File: config.mk
export PLATFORM = sky130hd
export DESIGN_NAME = smf_ctrl
export DESIGN_NICKNAME = d
export VERILOG_FILES = /design/src/logic/smf_pkg.sv /design/src/logic/smf_dec_if.sv /design/src/logic/smf_win_dec.sv /design/src/logic/smf_ctrl.sv
export SDC_FILE = /design/constraint.sdc
export NUM_CORES = 1
export LEC_CHECK = 0
export BUFFER_PORTS_ARGS = -buffer_cell sky130_fd_sc_hd__buf_4
export CORE_MARGIN = 2
export CORE_UTILIZATION = 59
export DETAILED_ROUTE_END_ITERATION = 7
export GPL_TIMING_DRIVEN = 0
export PLACE_DENSITY = 0.95
export SLEW_MARGIN = 0
export SYNTH_ARGS = -nofsm -noshare
export SYNTH_HDL_FRONTEND = slang
export SYNTH_SLANG_ARGS = --single-unit
File: constraint.sdc
create_clock -name i_clk -period 4.9 [get_ports i_clk]
set_input_delay 1.47 -clock i_clk [delete_from_list [all_inputs] [get_ports i_clk]]
set_output_delay 1.47 -clock i_clk [all_outputs]
set_load 0.03 [all_outputs]
File: src/logic/smf_pkg.sv
// shared constants and types for the management ram decode and flush controller
package smf_pkg;
  localparam int ADDR_W = 32;
  localparam logic [31:0] WIN_LO_OFS = 32'h00008000;
  localparam logic [31:0] WIN_HI_OFS = 32'h0000FFFF;
  localparam logic [31:0] BASE_RESET = 32'h00030000;
  // cache policy codes for normal memory and management ram
  localparam logic [1:0] POL_UC = 2'h0;
  localparam logic [1:0] POL_WT = 2'h1;
  localparam logic [1:0] POL_WB = 2'h2;
  // least lead of flush over the interrupt in an asynchronous system
  localparam int FLUSH_LEAD_CYC = 1;
  typedef enum {ST_IDLE, ST_LEAD, ST_ENTRY, ST_ACTIVE, ST_EXIT} smf_state_e;
endpackage

File: src/logic/smf_dec_if.sv
// bundle between the controller and its address decoder
`timescale 1ns/1ns
interface smf_dec_if;
  logic [31:0] addr;
  logic [31:0] base;
  logic in_win;
  modport ctl (output addr, output base, input in_win);
  modport dec (input addr, input base, output in_win);
endinterface

File: src/logic/smf_win_dec.sv
// management ram window decoder
`timescale 1ns/1ns
module smf_win_dec (
  smf_dec_if.dec d
);
  wire [31:0] lo = d.base + smf_pkg::WIN_LO_OFS;
  wire [31:0] hi = d.base + smf_pkg::WIN_HI_OFS;
  assign d.in_win = (d.addr >= lo) && (d.addr <= hi);
endmodule

File: src/logic/smf_ctrl.sv
// management ram decode, guard and flush sequencing controller
`timescale 1ns/1ns
module smf_ctrl (
  input wire logic i_clk,
  input wire logic i_resetn,
  input wire logic i_mgmt_req,
  input wire logic i_async_sys,
  input wire logic i_overlaid,
  input wire logic [1:0] i_norm_pol,
  input wire logic [1:0] i_ram_pol,
  input wire logic [31:0] i_mgmt_base_addr,
  input wire logic i_boot_open_set,
  input wire logic i_boot_open_clr,
  input wire logic i_mgmt_mode_active_out,
  input wire logic i_flush_ack,
  input wire logic i_cyc_start,
  input wire logic [31:0] i_cyc_addr,
  input wire logic i_cyc_code,
  input wire logic i_cyc_snoop_wb,
  input wire logic i_cyc_repl_wb,
  input wire logic i_cyc_alt_master,
  input wire logic i_cyc_done,
  input wire logic i_mem_ready,
  input wire logic i_l2_flush_done,
  input wire logic i_wbuf_empty,
  output logic o_mgmt_interrupt_in_n,
  output logic o_flush_n,
  output logic o_l2_flush,
  output logic o_cache_enable_in_n,
  output logic o_burst_ready_in_n,
  output logic o_ext_write_buffer_empty_in_n,
  output logic o_sel_mgmt_ram,
  output logic o_sel_normal,
  output logic o_cfg_wb_ram
);
  smf_pkg::smf_state_e state_q, state_d;
  logic open_q;
  logic route_mgmt_q, route_mgmt_d;
  logic in_cyc_q;
  logic uncached_q, uncached_d;
  logic [31:0] addr_q;
  logic lead_q;

  smf_dec_if dec_if ();
  assign dec_if.addr = i_cyc_start ? i_cyc_addr : addr_q;
  assign dec_if.base = i_mgmt_base_addr;
  smf_win_dec u_dec (.d(dec_if.dec));

  // ------------------------------------------------------------
  // flush policy
  // ------------------------------------------------------------
  wire norm_cached = i_norm_pol != smf_pkg::POL_UC;
  wire entry_flush = i_overlaid && norm_cached;
  wire exit_flush = i_overlaid && (i_ram_pol == smf_pkg::POL_WT);
  assign o_cfg_wb_ram = i_ram_pol == smf_pkg::POL_WB; // flagged, never honoured as wb

  // ------------------------------------------------------------
  // sequencer
  // ------------------------------------------------------------
  always_comb begin
    state_d = state_q;
    case (state_q)
      smf_pkg::ST_IDLE: begin
        if (i_mgmt_req && entry_flush && i_async_sys) begin
          state_d = smf_pkg::ST_LEAD;
        end else if (i_mgmt_req) begin
          state_d = smf_pkg::ST_ENTRY;
        end
      end
      smf_pkg::ST_LEAD: state_d = smf_pkg::ST_ENTRY;
      smf_pkg::ST_ENTRY: begin
        if (i_mgmt_mode_active_out) begin
          state_d = smf_pkg::ST_ACTIVE;
        end
      end
      smf_pkg::ST_ACTIVE: begin
        if (!i_mgmt_mode_active_out && exit_flush) begin
          state_d = smf_pkg::ST_EXIT;
        end else if (!i_mgmt_mode_active_out) begin
          state_d = smf_pkg::ST_IDLE;
        end
      end
      smf_pkg::ST_EXIT: begin
        if (i_flush_ack) begin
          state_d = smf_pkg::ST_IDLE;
        end
      end
      default: state_d = smf_pkg::ST_IDLE;
    endcase
  end

  wire in_entry = state_q == smf_pkg::ST_ENTRY;
  wire flush_now = (state_q == smf_pkg::ST_LEAD) || (in_entry && entry_flush && !lead_q)
    || (state_q == smf_pkg::ST_EXIT);
  // flush and interrupt together in a synchronous system, flush first if async
  assign o_flush_n = !(flush_now || (state_q == smf_pkg::ST_IDLE && i_mgmt_req && entry_flush));
  assign o_mgmt_interrupt_in_n = !(in_entry || (state_q == smf_pkg::ST_IDLE && i_mgmt_req
    && !(entry_flush && i_async_sys)));
  assign o_l2_flush = !o_flush_n;
  assign o_ext_write_buffer_empty_in_n = !i_wbuf_empty;

  // lines fetched after acknowledge and before entry stay uncached
  always_comb begin
    uncached_d = uncached_q;
    if (i_flush_ack && in_entry) begin
      uncached_d = 1'b1;
    end else if (state_q != smf_pkg::ST_ENTRY) begin
      uncached_d = 1'b0;
    end
  end

  // ------------------------------------------------------------
  // routing
  // ------------------------------------------------------------
  // window reachable by the processor in mode or while boot holds it open
  wire win_ok = dec_if.in_win && !i_cyc_alt_master
    && (i_mgmt_mode_active_out || open_q);
  // writebacks are always steered to normal memory, so a mode-active edge
  // mid-cycle cannot split one transfer across spaces
  wire wb_cyc = i_cyc_snoop_wb || i_cyc_repl_wb;
  assign route_mgmt_d = i_cyc_start ? (win_ok && !wb_cyc) : route_mgmt_q;
  assign o_sel_mgmt_ram = in_cyc_q && route_mgmt_q;
  assign o_sel_normal = in_cyc_q && !route_mgmt_q;
  // every fetch ends, even one outside the window
  assign o_burst_ready_in_n = !(in_cyc_q && i_mem_ready);
  assign o_cache_enable_in_n = uncached_q || (in_cyc_q && route_mgmt_q
    && i_ram_pol == smf_pkg::POL_UC) || (in_cyc_q && !route_mgmt_q
    && i_norm_pol == smf_pkg::POL_UC);

  always_ff @(posedge i_clk or negedge i_resetn) begin
    if (!i_resetn) begin
      state_q <= smf_pkg::ST_IDLE;
      open_q <= 1'b0;
      route_mgmt_q <= 1'b0;
      in_cyc_q <= 1'b0;
      uncached_q <= 1'b0;
      addr_q <= '0;
      lead_q <= 1'b0;
    end else begin
      state_q <= state_d;
      if (i_boot_open_set) begin
        open_q <= 1'b1;
      end else if (i_boot_open_clr) begin
        open_q <= 1'b0;
      end
      route_mgmt_q <= route_mgmt_d;
      if (i_cyc_start) begin
        in_cyc_q <= 1'b1;
        addr_q <= i_cyc_addr;
      end else if (i_cyc_done) begin
        in_cyc_q <= 1'b0;
      end
      uncached_q <= uncached_d;
      lead_q <= in_entry && (lead_q || i_flush_ack || !entry_flush);
    end
  end

  // ------------------------------------------------------------
  // checks
  // ------------------------------------------------------------
  alt_master_blocked_a: assert property (@(posedge i_clk) disable iff (!i_resetn)
    i_cyc_start && i_cyc_alt_master |=> !o_sel_mgmt_ram)
    else $error("alternate master reached management ram");
  snoop_wb_normal_a: assert property (@(posedge i_clk) disable iff (!i_resetn)
    i_cyc_start && i_cyc_snoop_wb |=> !route_mgmt_q)
    else $error("snoop writeback routed to management ram");
  route_held_a: assert property (@(posedge i_clk) disable iff (!i_resetn)
    in_cyc_q && !i_cyc_start |=> route_mgmt_q == $past(route_mgmt_q))
    else $error("route changed inside a cycle");
  fetch_ready_a: assert property (@(posedge i_clk) disable iff (!i_resetn)
    in_cyc_q && i_mem_ready |-> !o_burst_ready_in_n)
    else $error("fetch left without burst ready");
  async_lead_a: assert property (@(posedge i_clk) disable iff (!i_resetn)
    state_q == smf_pkg::ST_LEAD |-> !o_flush_n && o_mgmt_interrupt_in_n)
    else $error("interrupt not led by flush");
  uncached_gap_a: assert property (@(posedge i_clk) disable iff (!i_resetn)
    in_entry && i_flush_ack |=> o_cache_enable_in_n)
    else $error("line cached after flush acknowledge");
  exit_flush_a: assert property (@(posedge i_clk) disable iff (!i_resetn)
    state_q == smf_pkg::ST_ACTIVE && !i_mgmt_mode_active_out && exit_flush
    |=> !o_flush_n)
    else $error("exit flush missing");
  window_gate_a: assert property (@(posedge i_clk) disable iff (!i_resetn)
    i_cyc_start && !i_mgmt_mode_active_out && !open_q |=> !o_sel_mgmt_ram)
    else $error("window selected outside mode");
  code_fetch_ready_a: assert property (@(posedge i_clk) disable iff (!i_resetn)
    i_cyc_start && i_cyc_code && !dec_if.in_win ##1 i_mem_ready |-> !o_burst_ready_in_n)
    else $error("stray code fetch left without burst ready");
  repl_wb_normal_a: assert property (@(posedge i_clk) disable iff (!i_resetn)
    i_cyc_start && i_cyc_repl_wb |=> !route_mgmt_q)
    else $error("replacement writeback routed to management ram");
  sync_flush_a: assert property (@(posedge i_clk) disable iff (!i_resetn)
    state_q == smf_pkg::ST_IDLE && i_mgmt_req && entry_flush && !i_async_sys
    |-> !o_flush_n && !o_mgmt_interrupt_in_n)
    else $error("flush not raised with the interrupt");
  wb_ram_exit_a: assert property (@(posedge i_clk) disable iff (!i_resetn)
    state_q == smf_pkg::ST_ACTIVE && i_ram_pol == smf_pkg::POL_WB
    |=> state_q != smf_pkg::ST_EXIT)
    else $error("exit flush run for writeback management ram");
endmodule

==> summary.md <==
| Metric | Value |
|---|---|
| Outcome | finished with violations |
| Violated checks | design-rule violations |
| Max-slew violation count | 0 |
| DR WL/cell | 18.26 um |
| Peak supply drop | around 0.12 mV |
| CP max-delay cell | nor4_4 |
| Post-synth ARST share | 1.000 |
| CTS tree | yes |
| Ports | between 90 and 100 |
| Sequential share of the synthesized area | 0.2537 |
| DP Area | 4687 um^2 |
| DR DRC count | 11 |
| Die area | about 7400 um^2 |
| Flops & latches, synth | 40 |
| Worst reg2reg setup slack | approximately 2400 ps |
| DP HPWL | roughly 8.5 mm |
| CP peak stage delay | between 400 and 500 ps |
| Total length of routed wires | approximately 11 mm |
| Worst-margin pin slew | 798.8 ps |
| Max Freq | 218.3 MHz |
| Register Area | around 1000 um^2 |
| Synth Area per Inst | 9.326 um^2 |
| Mapped Cells | between 400 and 500 |
| Cell with the most instances after synthesis | ha_1 |
| Clock Pin Slew Worst Setup and Hold Paths | roughly 80 ps |
| Final period utilization | 0.9350 |
| Synth top area share | 0.2537 |
| Rows | 29 |
| Die height | ~86 um |
| Routability cong. | about 0.95 |
| Top Family by Delay on Critical Path | simple AND/OR/NAND/NOR gates |
| Post-CTS Resized | 0 |
| Crit path time final | ~4600 ps |
| Final Setup Violations | 0 |
| Routed vias | 3,708 |
| Final Hold Vio Count | 0 |
| Pwr/cell area | between 200 and 250 nW/um^2 |
| EDFF count, synth | 0 |
| Clock Skew | slightly above 4 ps |
| Post-synth top cells | ha_1, dfrtp_1, mux2_2 |
| Synth top area cells | dfrtp_1, ha_1, mux2_2, xnor2_1, a21oi_1 |
| Antenna viol nets, final | 0 |
| Pin count of the biggest net entering global routing | just over 40 |
| Post-layout util | 0.7465 |
| Data arrival time of the critical path | between 4000 and 5000 ps |
| Fillers | 452 |
| Area of the multi-input gates | about 2800 um^2 |
| Synth cell types | just under 50 |
| Buffers on Ports | between 80 and 90 |
| # diodes | 0 |
| RSZ-0062 raised after global routing | false |
| Vias in the first global route | about 3,800 |
| Worst setup SP type | input port |
| Starting utilization of the core area | 0.6143 |
| Die width | between 80 and 90 um |
| Crit path required time | about 5000 ps |
| Post-CTS setup buffers | 0 |
| Ratio of cells with drive above 1 in the final layout | 0.2669 |
| CP Max Fanout | 5 |
| Synth Warn # | 0 |
| GRT Residual Overflow | 0 |
| Syn Nets | approximately 580 |
| Worst-path cell chain | buf_4 -> nor4_2 -> nand3_1 -> nor4_4 -> nor3_2 -> nand2_1 -> xor2_1 -> ha_1 -> nand4_1 -> inv_1 -> a21oi_1 -> o221ai_1 -> o21ai_0 -> a32o_1 |
| Initial antenna violation count | 0 |
| Critical path capture point type | flip-flop |
| Leakage | 2.180 nW |
| Syn-to-layout area delta | 21.54% |
| Overall Global Routing Usage | 0.3038 |
| Core area | around 6400 um^2 |
| Clock root buffer | clkbuf_8 |
| Cts hold-fix bufs | 0 |
| CP Class | input port to flip-flop |
| Htree depth | 2 |
| Pre-CTS setup slack | roughly 270 ps |
| PnR worst setup slack | 318.5 ps |
| Skew-Pair Late Insertion Delay | 300 ps |
| First-pass GRT wire length | between 15 and 20 mm |
| Setup_tns | 0 ps |
| CTS Sinks | 40 |
| Worst Hold Class | flip-flop to flip-flop |
| Cell taking the most area after synthesis | dfrtp_1 |
| Rel. slew slack | 0.4675 |
| Max_cap viols | 0 |
| Post-route cell area | roughly 4800 um^2 |
| Nets | 669 |
| Buf/Inv on CP | 2 |
| Vias/cell | around 6.2 |
| Ys flop type | dfrtp_1 |
| DR pass1 iterations | 8 |
| 1st-iter DRT viols | ~290 |
| Mapped cell area | 3945 um^2 |
| Worst-case clock buffer depth | 2 |
| Num CTS Buffers | 5 |
-- layer usage --
layer  global-route usage  routed length [um]  share of wire
met1               0.3546                4253           0.39
met2               0.5334                5395           0.50
met3              0.05005                 701          0.065
met4               0.1602                 493          0.045
met5                    0                   0              0
-- final timing paths --
| check | endpoint | cells past startpoint | start |
|---|---|---|---|
| max in group asynchronous | addr_q[27] | 1 | i_resetn |
| min in group asynchronous | addr_q[2] | 1 | i_resetn |
| min | open_q | 1 | open_q |
| max | route_mgmt_q | 14 | i_mgmt_base_addr[5] |
| max reg2reg | route_mgmt_q | 8 | addr_q[1] |
| min reg2reg | open_q | 1 | open_q |
-- final cells by class --
cell class | count | share of cell area
Timing Repair Buffer | 86 | 0.1347
Sequential cell | 40 | 0.2088
Tap cell | 77 | 0.02009
Multi-Input combinational cell | 346 | 0.5851
Clock buffer | 6 | 0.01514
Buffer | 12 | 0.009395
Clock inverter | 2 | 0.007307
Inverter | 25 | 0.01957
-- power by group --
group	internal [mW]	switching, mW	total, mW
combinational	0.195	0.243	0.438
clock	0.151	0.126	0.277
sequential	0.364	0.0129	0.377
total	0.711	0.382	1.09
-- per-stage QoR --
| stage | total power, mW | cells | hold slack, ps |
|---|---|---|---|
| global placement | 0.7765 | 586 | 472.5 |
| global route | 1.152 | 594 | 509.2 |
| floorplan | 0.6453 | 423 | 450.1 |
| CTS | 1.086 | 594 | 501.7 |
| finish | 1.093 | 594 | 498.9 |
| detailed placement | 0.8097 | 586 | 484.2 |
-- flip-flops by register name, summed over array words and instances (netlist names) --
register,flops
route_mgmt_q,1
uncached_q,1
open_q,1
in_cyc_q,1
state_q,3
addr_q,32
lead_q,1
-- cells by family after synthesis --
logic type,synth area share
XOR/XNOR,0.09991
AND/OR/NAND/NOR,0.1836
AO/OA/AOI/OAI,0.1212
buffers and inverters,0.03520
adder cells (fa/ha/maj),0.2125
multiplexers,0.09388
flip-flops,0.2537
-- cell usage in the layout, fill, tap and decap left out, drive strengths merged, types with 4 or more instances in the layout --
master  instances
nor4            9
nand3          15
clkbuf         18
xnor2          31
buf            86
ha             67
nor2           25
and4            4
dfrtp          40
nand4          20
nor3            9
nor2b           6
inv            25
a21o            5
o21ai          15
nand2          27
a21oi          28
mux2           32
xor2           14
Power figures use the tool's default switching activity.
